--- src/hw/occo_pkg.sv ---
/*
 * Shared constants and types of the compare channel control block:
 * register addresses, control register layout, clock select codes,
 * operating mode codes and interrupt status layout.
 * Assumes a 16-bit register port with word addresses.
 */
// Functional notes
// - Idle-stop bit halts channel during CPU idle
// - Timer one source accepted only synchronously
// - Fault B enable gates fault B input
// - Fault A enable gates fault A input
// - Fault B flag set on fault B
// - Fault A flag set on fault A
// - Channel n takes trigger output n plus three
// - Unimplemented bits read zero, ignore writes
// - Trigger-mode bit 3, mode field bits 2-0
package occo_pkg;

    // Register word addresses
    localparam logic [3:0] ADDR_CTRL = 4'h0;
    localparam logic [3:0] ADDR_PRIMARY = 4'h1;
    localparam logic [3:0] ADDR_SECONDARY = 4'h2;
    localparam logic [3:0] ADDR_IRQ_STATUS = 4'h3;
    localparam logic [3:0] ADDR_IRQ_MASK = 4'h4;
    localparam logic [3:0] ADDR_TIME_BASE = 4'h5;

    // Control register layout, msb first
    typedef struct packed {
        logic [1:0] unused_15_14;
        logic idle_stop_control;
        logic [2:0] time_base_select;
        logic unused_9;
        logic fault_b_enable;
        logic fault_a_enable;
        logic unused_6;
        logic fault_b_flag;
        logic fault_a_flag;
        logic trigger_mode_bit;
        logic [2:0] operating_mode_field;
    } occo_ctrl_s;

    // Implemented, writable control bits
    localparam logic [15:0] CTRL_WR_MASK = 16'h3DBF;
    // Value of the control register at power-on
    localparam logic [15:0] CTRL_RESET = 16'h0000;

    // Time base select codes
    localparam logic [2:0] TSEL_PERIPH = 3'h7;
    localparam logic [2:0] TSEL_RESERVED = 3'h6;
    localparam logic [2:0] TSEL_TRIG_GEN = 3'h5;
    localparam logic [2:0] TSEL_TIMER1 = 3'h4;
    localparam logic [2:0] TSEL_TIMER5 = 3'h3;
    localparam logic [2:0] TSEL_TIMER3 = 3'h1;
    localparam logic [2:0] TSEL_TIMER2 = 3'h0;

    // Operating mode codes used by the compare logic
    localparam logic [2:0] MODE_OFF = 3'h0;
    localparam logic [2:0] MODE_PWM_A = 3'h6;
    localparam logic [2:0] MODE_PWM_B = 3'h7;

    // Offset from channel number to its trigger output index
    localparam int TRIG_GEN_OFFSET = 3;

    // Interrupt status and mask layout
    typedef struct packed {
        logic [12:0] unused;
        logic fault_b;
        logic fault_a;
        logic match;
    } occo_irq_s;

    localparam logic [15:0] IRQ_WR_MASK = 16'h0007;
    localparam logic [15:0] IRQ_RESET = 16'h0000;
    localparam logic [15:0] VALUE_RESET = 16'h0000;

endpackage

--- src/hw/occo_top.sv ---
/*
 * Compare channel with its first control register: time base clock
 * selection, idle stop, fault inputs with sticky flags, compare
 * values with PWM-only double buffering, and an interrupt output.
 * Assumes timer and trigger ticks are one-cycle pulses on the core
 * clock, and fault pins are asynchronous and active high.
 */
`timescale 1ns/1ps
module occo_top #(
    parameter int CHANNEL_NUM = 1,
    parameter int COUNT_WIDTH = 16
) (
    // Clock and reset
    input wire logic CORE_CLK_I,
    input wire logic RST_I,
    // Register port
    input wire logic [3:0] REG_ADDR_I,
    input wire logic [15:0] REG_WDATA_I,
    input wire logic REG_WR_I,
    input wire logic REG_RD_I,
    output logic [15:0] REG_RDATA_O,
    // CPU state
    input wire logic CPU_IDLE_I,
    // Time base sources, core clock pulses
    input wire logic TIMER_ONE_CLOCK_I,
    input wire logic TIMER_TWO_CLOCK_I,
    input wire logic TIMER_THREE_CLOCK_I,
    input wire logic TIMER_FIVE_CLOCK_I,
    input wire logic [7:0] TRIG_GEN_OUTPUT_I,
    // Fault pins, asynchronous
    input wire logic FAULT_A_PIN_I,
    input wire logic FAULT_B_PIN_I,
    // Channel outputs
    output logic COMPARE_OUT_O,
    output logic IRQ_O
);

    // Elaboration checks
    initial begin
        if (CHANNEL_NUM < 1 || CHANNEL_NUM > 4) begin
            $error("occo_top: CHANNEL_NUM must be 1 to 4");
        end
        if (COUNT_WIDTH < 1 || COUNT_WIDTH > 16) begin
            $error("occo_top: COUNT_WIDTH must be 1 to 16");
        end
        if (CHANNEL_NUM + occo_pkg::TRIG_GEN_OFFSET >=
            $bits(TRIG_GEN_OUTPUT_I)) begin
            $error("occo_top: trigger index beyond the bus");
        end
    end

    // Trigger output that feeds this channel
    localparam int TRIG_IDX = CHANNEL_NUM + occo_pkg::TRIG_GEN_OFFSET;

    // Control register and interrupt registers
    occo_pkg::occo_ctrl_s ctrl_q; // Control register
    logic [15:0] irq_status_q; // Sticky events
    logic [15:0] irq_mask_q; // Interrupt enables
    logic [15:0] rdata_q; // Read data, one cycle late
    logic [15:0] irq_status_d; // Status after this edge
    logic [15:0] irq_mask_d; // Mask after this edge
    logic irq_q; // Registered interrupt level

    // Fault pin synchronisers
    logic fault_a_meta_q; // First stage, feeds second only
    logic fault_a_sync_q;
    logic fault_b_meta_q; // First stage, feeds second only
    logic fault_b_sync_q;

    // Time base and compare state
    logic [COUNT_WIDTH-1:0] count_q; // Channel time base
    logic out_q; // Compare output level
    logic [15:0] primary_shadow;
    logic [15:0] primary_active;
    logic [15:0] secondary_shadow;
    logic [15:0] secondary_active;

    // Decoded strobes and conditions
    logic wr_ctrl;
    logic wr_primary;
    logic wr_secondary;
    logic wr_status;
    logic wr_mask;
    logic tick; // Selected time base pulse
    logic halted; // Idle stop in force
    logic mode_off; // Channel switched off
    logic running; // Mode active and not halted
    logic pwm_mode;
    logic fault_a_hit; // Enabled fault A seen
    logic fault_b_hit; // Enabled fault B seen
    logic fault_any;
    logic primary_match;
    logic period_end;
    logic live_tick; // Pulse the time base may count
    logic [15:0] ctrl_wdata; // Masked control write value
    occo_pkg::occo_ctrl_s ctrl_wr_s;
    occo_pkg::occo_irq_s irq_set_s;

    // Address decode, shared by writes
    function automatic logic hit(input logic [3:0] a, input logic [3:0] b);
        hit = (a == b);
    endfunction

    // Time base pulse for a select code
    function automatic logic sel_tick(
        input logic [2:0] sel,
        input logic t1,
        input logic t2,
        input logic t3,
        input logic t5,
        input logic tg
    );
        case (sel)
            occo_pkg::TSEL_PERIPH: sel_tick = 1'b1;
            occo_pkg::TSEL_TRIG_GEN: sel_tick = tg;
            occo_pkg::TSEL_TIMER1: sel_tick = t1;
            occo_pkg::TSEL_TIMER5: sel_tick = t5;
            occo_pkg::TSEL_TIMER3: sel_tick = t3;
            occo_pkg::TSEL_TIMER2: sel_tick = t2;
            // Reserved and spare codes give no clock
            default: sel_tick = 1'b0;
        endcase
    endfunction

    // PWM mode decode
    function automatic logic is_pwm(input logic [2:0] m);
        is_pwm = (m == occo_pkg::MODE_PWM_A) ||
                 (m == occo_pkg::MODE_PWM_B);
    endfunction

    // Off mode decode, shared by run, count and output logic
    function automatic logic is_off(input logic [2:0] m);
        is_off = (m == occo_pkg::MODE_OFF);
    endfunction

    // Register write strobes
    assign wr_ctrl = REG_WR_I && hit(REG_ADDR_I, occo_pkg::ADDR_CTRL);
    assign wr_primary = REG_WR_I &&
                        hit(REG_ADDR_I, occo_pkg::ADDR_PRIMARY);
    assign wr_secondary = REG_WR_I &&
                          hit(REG_ADDR_I, occo_pkg::ADDR_SECONDARY);
    assign wr_status = REG_WR_I &&
                       hit(REG_ADDR_I, occo_pkg::ADDR_IRQ_STATUS);
    assign wr_mask = REG_WR_I && hit(REG_ADDR_I, occo_pkg::ADDR_IRQ_MASK);

    // Only implemented bits are kept from a write
    assign ctrl_wdata = REG_WDATA_I & occo_pkg::CTRL_WR_MASK;
    assign ctrl_wr_s = occo_pkg::occo_ctrl_s'(ctrl_wdata);

    // Clock source choice; timer one pulse is used as a core clock
    // enable, so only its synchronous form can drive the channel
    assign tick = sel_tick(ctrl_q.time_base_select,
                           TIMER_ONE_CLOCK_I,
                           TIMER_TWO_CLOCK_I,
                           TIMER_THREE_CLOCK_I,
                           TIMER_FIVE_CLOCK_I,
                           TRIG_GEN_OUTPUT_I[TRIG_IDX]);

    // Idle stop and run condition
    assign halted = ctrl_q.idle_stop_control && CPU_IDLE_I;
    assign mode_off = is_off(ctrl_q.operating_mode_field);
    assign running = !mode_off && !halted;
    assign pwm_mode = is_pwm(ctrl_q.operating_mode_field);

    // Faults count only while enabled
    assign fault_a_hit = ctrl_q.fault_a_enable && fault_a_sync_q;
    assign fault_b_hit = ctrl_q.fault_b_enable && fault_b_sync_q;
    assign fault_any = fault_a_hit || fault_b_hit;

    // Comparator events, only on a live time base pulse
    assign live_tick = running && tick;
    assign primary_match = live_tick &&
        (count_q == primary_active[COUNT_WIDTH-1:0]);
    assign period_end = live_tick &&
        (count_q == secondary_active[COUNT_WIDTH-1:0]);

    // Fault pin synchronisers
    always_ff @(posedge CORE_CLK_I or posedge RST_I) begin
        if (RST_I) begin
            fault_a_meta_q <= 1'b0;
            fault_a_sync_q <= 1'b0;
            fault_b_meta_q <= 1'b0;
            fault_b_sync_q <= 1'b0;
        end else begin
            fault_a_meta_q <= FAULT_A_PIN_I;
            fault_a_sync_q <= fault_a_meta_q;
            fault_b_meta_q <= FAULT_B_PIN_I;
            fault_b_sync_q <= fault_b_meta_q;
        end
    end

    // Control register; hardware flag set wins over a software clear
    always_ff @(posedge CORE_CLK_I or posedge RST_I) begin
        if (RST_I) begin
            ctrl_q <= occo_pkg::occo_ctrl_s'(occo_pkg::CTRL_RESET);
        end else begin
            if (wr_ctrl) begin
                ctrl_q <= ctrl_wr_s;
            end
            // Sticky fault flags
            if (fault_b_hit) begin
                ctrl_q.fault_b_flag <= 1'b1;
            end else if (wr_ctrl) begin
                ctrl_q.fault_b_flag <= ctrl_wr_s.fault_b_flag;
            end
            if (fault_a_hit) begin
                ctrl_q.fault_a_flag <= 1'b1;
            end else if (wr_ctrl) begin
                ctrl_q.fault_a_flag <= ctrl_wr_s.fault_a_flag;
            end
        end
    end

    // Compare value buffers
    occo_value_buf #(
        .WIDTH(16)
    ) u_primary (
        .clk_i(CORE_CLK_I),
        .rst_i(RST_I),
        .wr_i(wr_primary),
        .wdata_i(REG_WDATA_I),
        .buffered_i(pwm_mode),
        .load_i(period_end),
        .shadow_o(primary_shadow),
        .active_o(primary_active)
    );

    occo_value_buf #(
        .WIDTH(16)
    ) u_secondary (
        .clk_i(CORE_CLK_I),
        .rst_i(RST_I),
        .wr_i(wr_secondary),
        .wdata_i(REG_WDATA_I),
        .buffered_i(pwm_mode),
        .load_i(period_end),
        .shadow_o(secondary_shadow),
        .active_o(secondary_active)
    );

    // Time base counter; reserved code or halt freezes it
    always_ff @(posedge CORE_CLK_I or posedge RST_I) begin
        if (RST_I) begin
            count_q <= '0;
        end else if (mode_off) begin
            // Disabled channel parks at zero
            count_q <= '0;
        end else if (period_end) begin
            // Secondary value closes the period
            count_q <= '0;
        end else if (live_tick) begin
            // No pulse arrives for the reserved code
            count_q <= count_q + 1'b1;
        end
    end

    // Compare output level
    always_ff @(posedge CORE_CLK_I or posedge RST_I) begin
        if (RST_I) begin
            out_q <= 1'b0;
        end else if (mode_off) begin
            out_q <= 1'b0;
        end else if (pwm_mode) begin
            if (fault_any) begin
                // Fault forces the PWM output low
                out_q <= 1'b0;
            end else if (period_end) begin
                out_q <= 1'b1;
            end else if (primary_match) begin
                out_q <= 1'b0;
            end
        end else if (primary_match) begin
            // Other modes toggle on a match
            out_q <= !out_q;
        end
    end

    // Interrupt events; set wins over write-one-clear
    always_comb begin
        irq_set_s = occo_pkg::occo_irq_s'(occo_pkg::IRQ_RESET);
        irq_set_s.match = primary_match;
        irq_set_s.fault_a = fault_a_hit;
        irq_set_s.fault_b = fault_b_hit;
    end

    // Next status: write-one-clear first, then new events
    assign irq_status_d = ((irq_status_q &
        ~(wr_status ? REG_WDATA_I : occo_pkg::IRQ_RESET)) |
        irq_set_s) & occo_pkg::IRQ_WR_MASK;

    // Next mask, only implemented bits kept
    assign irq_mask_d = wr_mask ?
        (REG_WDATA_I & occo_pkg::IRQ_WR_MASK) : irq_mask_q;

    // Sticky status register
    always_ff @(posedge CORE_CLK_I or posedge RST_I) begin
        if (RST_I) begin
            irq_status_q <= occo_pkg::IRQ_RESET;
        end else begin
            irq_status_q <= irq_status_d;
        end
    end

    // Interrupt mask
    always_ff @(posedge CORE_CLK_I or posedge RST_I) begin
        if (RST_I) begin
            irq_mask_q <= occo_pkg::IRQ_RESET;
        end else begin
            irq_mask_q <= irq_mask_d;
        end
    end

    // Interrupt level from the next state, so the flop adds no lag
    always_ff @(posedge CORE_CLK_I or posedge RST_I) begin
        if (RST_I) begin
            irq_q <= 1'b0;
        end else begin
            irq_q <= |(irq_status_d & irq_mask_d);
        end
    end

    // Read data, valid the cycle after the read strobe
    always_ff @(posedge CORE_CLK_I or posedge RST_I) begin
        if (RST_I) begin
            rdata_q <= occo_pkg::VALUE_RESET;
        end else if (REG_RD_I) begin
            case (REG_ADDR_I)
                occo_pkg::ADDR_CTRL: rdata_q <= ctrl_q;
                occo_pkg::ADDR_PRIMARY: rdata_q <= primary_shadow;
                occo_pkg::ADDR_SECONDARY: rdata_q <= secondary_shadow;
                occo_pkg::ADDR_IRQ_STATUS: rdata_q <= irq_status_q;
                occo_pkg::ADDR_IRQ_MASK: rdata_q <= irq_mask_q;
                occo_pkg::ADDR_TIME_BASE: rdata_q <= 16'(count_q);
                // Unmapped addresses read zero
                default: rdata_q <= occo_pkg::VALUE_RESET;
            endcase
        end else begin
            rdata_q <= occo_pkg::VALUE_RESET;
        end
    end

    // Outputs
    assign REG_RDATA_O = rdata_q;
    assign COMPARE_OUT_O = out_q;
    assign IRQ_O = irq_q;

endmodule

--- src/hw/occo_value_buf.sv ---
/*
 * One compare value with a shadow copy. In buffered mode writes land
 * in the shadow and reach the active copy on a load pulse; otherwise
 * writes reach both copies at once.
 * Assumes write and load pulses come from the same clock.
 */
`timescale 1ns/1ps
module occo_value_buf #(
    parameter int WIDTH = 16
) (
    // Clock and reset
    input wire logic clk_i,
    input wire logic rst_i,
    // Control
    input wire logic wr_i,
    input wire logic [WIDTH-1:0] wdata_i,
    input wire logic buffered_i,
    input wire logic load_i,
    // Values
    output logic [WIDTH-1:0] shadow_o,
    output logic [WIDTH-1:0] active_o
);

    initial begin
        if (WIDTH < 1 || WIDTH > 16) begin
            $error("occo_value_buf: WIDTH out of range");
        end
    end

    // Shadow copy, what software last wrote
    always_ff @(posedge clk_i or posedge rst_i) begin
        if (rst_i) begin
            shadow_o <= '0;
        end else if (wr_i) begin
            shadow_o <= wdata_i;
        end
    end

    // Active copy used by the comparator
    always_ff @(posedge clk_i or posedge rst_i) begin
        if (rst_i) begin
            active_o <= '0;
        end else if (wr_i && !buffered_i) begin
            // Direct write outside PWM
            active_o <= wdata_i;
        end else if (buffered_i && load_i) begin
            // Old shadow taken at period end
            active_o <= shadow_o;
        end
    end

endmodule
--- config.mk ---
export PLATFORM = sky130hd
export DESIGN_NAME = occo_top
export DESIGN_NICKNAME = d
export VERILOG_FILES = /design/src/hw/occo_pkg.sv /design/src/hw/occo_top.sv /design/src/hw/occo_value_buf.sv
export SDC_FILE = /design/constraint.sdc
export NUM_CORES = 1
export LEC_CHECK = 0
export BUFFER_PORTS_ARGS = -buffer_cell sky130_fd_sc_hd__buf_2
export CAP_MARGIN = 20
export CORE_MARGIN = 2
export CORE_UTILIZATION = 40
export DETAILED_ROUTE_END_ITERATION = 10
export GPL_ROUTABILITY_DRIVEN = 0
export GPL_TIMING_DRIVEN = 0
export SLEW_MARGIN = 20
export SYNTH_ARGS = -nofsm -noshare
export SYNTH_HDL_FRONTEND = slang
export SYNTH_HIERARCHICAL = 1
export SYNTH_SLANG_ARGS = --single-unit
--- constraint.sdc ---
create_clock -name CORE_CLK_I -period 3.59 [get_ports CORE_CLK_I]
set_input_delay 0.1795 -clock CORE_CLK_I [delete_from_list [all_inputs] [get_ports CORE_CLK_I]]
set_output_delay 0.1795 -clock CORE_CLK_I [all_outputs]
set_load 0.02 [all_outputs]
==> results_dict.tcl, run 1 <==
set metrics [dict create \
    status "completed" \
    wire_per_inst_um 21.6 \
    p_leak_nw 3.38 \
    synth-async-reset-ratio_pct 100 \
    hpwl_mm 12.1 \
    arrival_ns 2.87 \
    cts.htree.levels 4 \
    drive_gt1_share_pct 23.8 \
    netlist.area_leader.share_pct 48.4 \
    port_buffers 46 \
    synth_area_um2 6200 \
    gr-total-overflow 0 \
    synthXorXnorAreaFrac_pct 5.51 \
    grt_pass1_vias 4813 \
    power_density_nw_per_um2 606 \
    grt_first_pass_wirelength_mm 27.1 \
    timing.final.max_slew_violations 0 \
    synth_adder_area_share_pct 0.202 \
    finalSetupTns_ns 0 \
    die_y_um 129 \
    synthSimpleGateAreaFrac_pct 13.5 \
    ir_worst_vdd_mv 0.329 \
    cp.required_ns 3.89 \
    layout_commonest_cell "dfrtp_1" \
    synth-compound-area-share_pct 9.68 \
    synth.area.top_cells "dfrtp_1 (48%), mux2i_1 (9.0%), mux2_1 (5.8%)" \
    dpl_worst_slack_ns 0.775 \
    clock_skew_ns 0.00689 \
    cap_violations 0 \
    antenna_found_initial 0 \
    endpoint_kind "flop" \
    grt_setup_unrepaired "false" \
    cts.path.max_buffers 2 \
    synth_edf_count 0 \
    finalHoldViolCount 0 \
    layout_min_cycle_time_ns 2.58 \
    dieArea_um2 16500 \
    worst_pin_slew_ns 0.975 \
    fillers 1414 \
    synthesis.nets 569 \
    dpl.cell_count 764 \
    synth_top_family_by_area "multiplexers" \
    die_w_um 129 \
    cp-start-kind "flop" \
    instances_no_fill 794 \
    start_util_pct 40.8 \
    avgSynthCellArea_um2 11.7 \
    synthCells 529 \
    grt_max_degree 52 \
    grtUsageTotal_pct 22.3 \
    dr.pass1.iters 8 \
    drtIter0Drc 348 \
    synth_area_leader_cell "dfrtp_1" \
    crit_path_max_fanout 10 \
    holdCritPathClass "in2reg" \
    post_cts_resized 0 \
    worstSkewPairLatency_ns 0.42 \
    clkTransAtPathRegs_ns 0.05 \
    dominantRegCellSynth "dfrtp_1" \
    placementRows 45 \
    critical_path_class "reg2reg" \
    routed-via-count 4557 \
    cts_tree "built" \
    fin_crit_sh_pct 71.8 \
    synth-seq-area-share_pct 48.4 \
    layout_common_cells "dfrtp_1 (120), buf_2 (63), mux2i_1 (56), mux2_1 (32), nand2_1 (30)" \
    ys_ff_latch 120 \
    synth.area.mux_share_pct 18.0 \
    final.setup.worst_slack_ns 1.01 \
    remaining_drc_errors 0 \
    area_growth_pct 17.1 \
    hold_ws_ns 0.0227 \
    cts_root_buffer "clkbuf_16" \
    finalWirelength_mm 17.2 \
    setup_viol 0 \
    tritoncts_num_sinks 120 \
    relSlewSlack_pct 34.8 \
    synth_cell_types 55 \
    vias_per_cell 5.74 \
    ios 57 \
    final_nets 638 \
    antenna_left 0 \
    cts-buffers-inserted 17 \
    n_antenna_cell 0 \
    max_freq_mhz 388 \
    ys.warnings.count 6 \
    core_um2 15200 \
]
==> where the power goes <==
group	internal (mW)	switching, mW
clock network	0.965	0.580
logic	0.441	0.514
registers	1.64	0.263
==> critical path: stages, from the launching register on <==
cell and delay, ns:
dfrtp_1 0.35, buf_2 0.18, xor2_1 0.19, nor4_2 0.34, nand4_2 0.28, nor2_1 0.39, buf_6 0.19, buf_6 0.20
mux2i_1 0.22, mux2i_1 0.10
==> per-stage QoR <==
stage / util (%) / cell area (um2) / total power [mW]
4_1_cts: 47.7 / 7260 / 4.42
6_report: 47.8 / 7260 / 4.40
2_1_floorplan: - / 6200 / 2.54
5_1_grt: 47.8 / 7260 / 4.61
3_5_place_dp: 44.1 / 6700 / 2.86
3_3_place_gp: 43.9 / 6670 / 2.82
==> synth_stat cells, types with 9 or more instances <==
| library cell | count |
|---|---|
| dfrtp_1 | 120 |
| a211o_1 | 14 |
| xor2_1 | 23 |
| nand3_1 | 10 |
| nor2_1 | 26 |
| nand2_1 | 30 |
| xnor2_1 | 16 |
| a21oi_1 | 14 |
| mux2_1 | 32 |
| buf_2 | 17 |
| mux2i_1 | 56 |
| mux2_2 | 15 |
| a22oi_1 | 19 |
| nand4_1 | 9 |
| and3_1 | 17 |
| buf_6 | 9 |
==> cell type report <==
cell class              instances  area [um2]  area share (%)
plain buffers                  37         258            3.55
clock buffers                  23         508            7.00
clock inverters                 4        20.0           0.276
inverters                       8        32.5           0.448
multi-input cells             364        2920            40.2
flip-flops and latches        120        3000            41.4
well taps                     188         235            3.24
repair buffers                 50         288            3.96
==> kinds of logic (layout without fill, tap and decap cells) <==
logic type | count (synthesis) | after routing
muxes | 105 | 105
buffers and inverters | 45 | 122
xor gates and xnor gates | 39 | 39
and+or+nand+nor | 140 | 140
AOI/OAI and AO/OA | 79 | 79
adders and majority gates | 1 | 1
DFF | 120 | 120
==> timing repair <==
item,4_1_cts,5_1_grt
endpoints found under the hold margin,122,0
hold buffers,3,0
setup buffers,0,0
==> state kept, by name, indices dropped and copies added, names as in the netlist <==
register	count
u_secondary/active_o	16
fault_b_sync_q	1
fault_a_sync_q	1
fault_a_meta_q	1
u_primary/shadow_o	16
fault_b_meta_q	1
COMPARE_OUT_O	1
irq_status_q	3
u_secondary/shadow_o	16
REG_RDATA_O	16
ctrl_q	12
count_q	16
irq_mask_q	3
u_primary/active_o	16
IRQ_O	1
==> per-layer routing <==
layer,vias to the layer above,GRT usage [%],share of wire [%]
li1,2070,-,-
met1,2302,28.9,42
met2,148,36.3,49
met3,37,4.49,5.5
met4,0,10.4,3.2
met5,-,0,0
==> worst paths after layout <==
check / from / to / slack (ns) / cells past startpoint
setup / recovery: count_q[4] / u_secondary/active_o[5] / 1.01 / 9
hold / removal: REG_WDATA_I[14] / u_secondary/shadow_o[14] / 0.02 / 2
setup reg to reg: count_q[4] / u_secondary/active_o[5] / 1.01 / 9
hold reg to reg: fault_b_meta_q / fault_b_sync_q / 0.35 / 0
max in group asynchronous: RST_I / u_primary/shadow_o[11] / 2.65 / 3
min in group asynchronous: RST_I / REG_RDATA_O[8] / 0.21 / 3
(Power assumes the default switching activity.)
==> run 2, diff against run 1 <==
clock period = 2.1 ns   (was 3.59 ns; I/O delays follow)
==> results_dict.tcl, run 2 (synthesis results as in run 1) <==
set metrics [dict create \
    status "complete, but fails checks" \
    violations "setup timing" \
    cp-start-kind "flop" \
    finalHoldViolCount 0 \
    worst_pin_slew_ns 1.15 \
    layout_min_cycle_time_ns 2.22 \
    port_buffers 46 \
    final.setup.worst_slack_ns -0.121 \
    gr-usage-met2_pct 38.1 \
    relSlewSlack_pct 23.0 \
    remaining_drc_errors 0 \
    setup_viol 34 \
    whs_path_depth 2 \
    endpoint_kind "flop" \
    timing.final.max_slew_violations 0 \
    die_w_um 129 \
    ios 57 \
    holdCritPathClass "in2reg" \
    placed_cell_area_um2 6700 \
    core_um2 15200 \
    final_area_um2 7830 \
    gr-total-overflow 0 \
    finalWirelength_mm 18.3 \
    fin_crit_sh_pct 106 \
    ir_worst_vdd_mv 0.585 \
    layout_common_cells "dfrtp_1 (113), buf_2 (59), mux2i_1 (55), buf_4 (37), mux2_1 (32)" \
    tritoncts_num_sinks 120 \
    dpl_worst_slack_ns -0.640 \
    max_freq_mhz 450 \
    final_nets 680 \
    routed-via-count 4795 \
    cts.htree.levels 4 \
    wire_per_inst_um 21.8 \
    grt_pass1_vias 4999 \
    power_density_nw_per_um2 1000 \
    worstSkewPairLatency_ns 0.42 \
    grt_setup_unrepaired "true" \
    cts_tree "built" \
    min_from "REG_WDATA_I[2]" \
    area_growth_pct 26.3 \
    grt_first_pass_wirelength_mm 28.4 \
    grtUsageTotal_pct 23.4 \
    n_antenna_cell 0 \
    rr_startpoint "u_secondary/active_o[2]" \
    crit_path_max_fanout 7 \
    cts-buffers-inserted 17 \
    grt_max_degree 52 \
    p_leak_nw 3.60 \
    power.total_mw 7.84 \
    arrival_ns 2.52 \
    clock_skew_ns 0.00682 \
    layout_commonest_cell "dfrtp_1" \
    critical_path_class "reg2reg" \
    cap_violations 0 \
    antenna_left 0 \
    gr-usage-met1_pct 29.7 \
    dieArea_um2 16500 \
    cts.path.max_buffers 2 \
    start_util_pct 40.8 \
    antenna_found_initial 0 \
    cts_root_buffer "clkbuf_16" \
    reg2reg_depth 8 \
    dr.pass1.iters 5 \
    drive_gt1_share_pct 29.6 \
    clkTransAtPathRegs_ns 0.06 \
    cp.required_ns 2.40 \
    worstSetupStartpoint "u_secondary/active_o[2]" \
    hpwl_mm 12.1 \
    drtIter0Drc 393 \
    placementRows 45 \
    grt.busiest_layer "met2" \
    met3_usage_pct 5.16 \
    die_y_um 129 \
    vias_per_cell 5.74 \
]
[run 2: layout make-up]
class                           count  area (um2)
Buffer                             34         270
Clock buffer                       23         508
Clock inverter                      4        20.0
Fill cell                        1365        7370
Inverter                            8        32.5
Multi-Input combinational cell    365        3060
Sequential cell                   120        3010
Tap cell                          188         235
Timing Repair Buffer               94         691
[run 2: worst max-delay path: stages (launching register included)]
cell and delay (ns):
dfrtp_1 0.43, xor2_2 0.21, nor4_2 0.36, nand4_2 0.24, nor2_4 0.23, buf_8 0.17, buf_12 0.14, mux2i_2 0.21
mux2i_1 0.10
[run 2: routing by layer]
layer	part of all wire, %	wire [um]
met5	0	0
met4	3.7	669
met3	5.4	990
met2	49	8980
met1	42	7630
[run 2: timing repair]
| action | in CTS | in global routing |
|---|---|---|
| setup endpoints to repair | 64 | 56 |
| gates cloned | 4 | 0 |
| resized for setup | 18 | 26 |
| hold buffers | 16 | 0 |
| pin swaps | 17 | 11 |
| setup buffers | 8 | 20 |
| hold endpoints to repair | 156 | 0 |
[run 2: path summary, 6_finish.rpt]
kind                       slack, ns                 endpoint
setup reg to reg               -0.12  u_secondary/active_o[5]
setup / recovery               -0.12  u_secondary/active_o[5]
min in group asynchronous       0.14           REG_RDATA_O[5]
hold reg to reg                 0.35           fault_b_sync_q
hold / removal                  0.03  u_secondary/shadow_o[2]
max in group asynchronous       1.21  u_secondary/active_o[1]
[run 2: through the flow]
stage	TNS (ns)	std cells	utilization (%)	hold WS [ns]
after floorplan	0	529	-	0.136
after global placement	-46.24	763	43.9	0.215
after detailed placement	-33.04	764	44.1	0.0242
after CTS	-2.35	818	49.9	0.0317
after global routing	-4.20	836	51.5	0.0428
final	-2.61	836	51.5	0.0336
[run 2: where the power goes]
group | internal (mW) | total, mW | leakage [nW] | switching [mW]
combinational | 0.918 | 1.90 | 1.83 | 0.977
sequential | 2.81 | 3.29 | 1.51 | 0.486
clock | 1.65 | 2.65 | 0.268 | 0.999
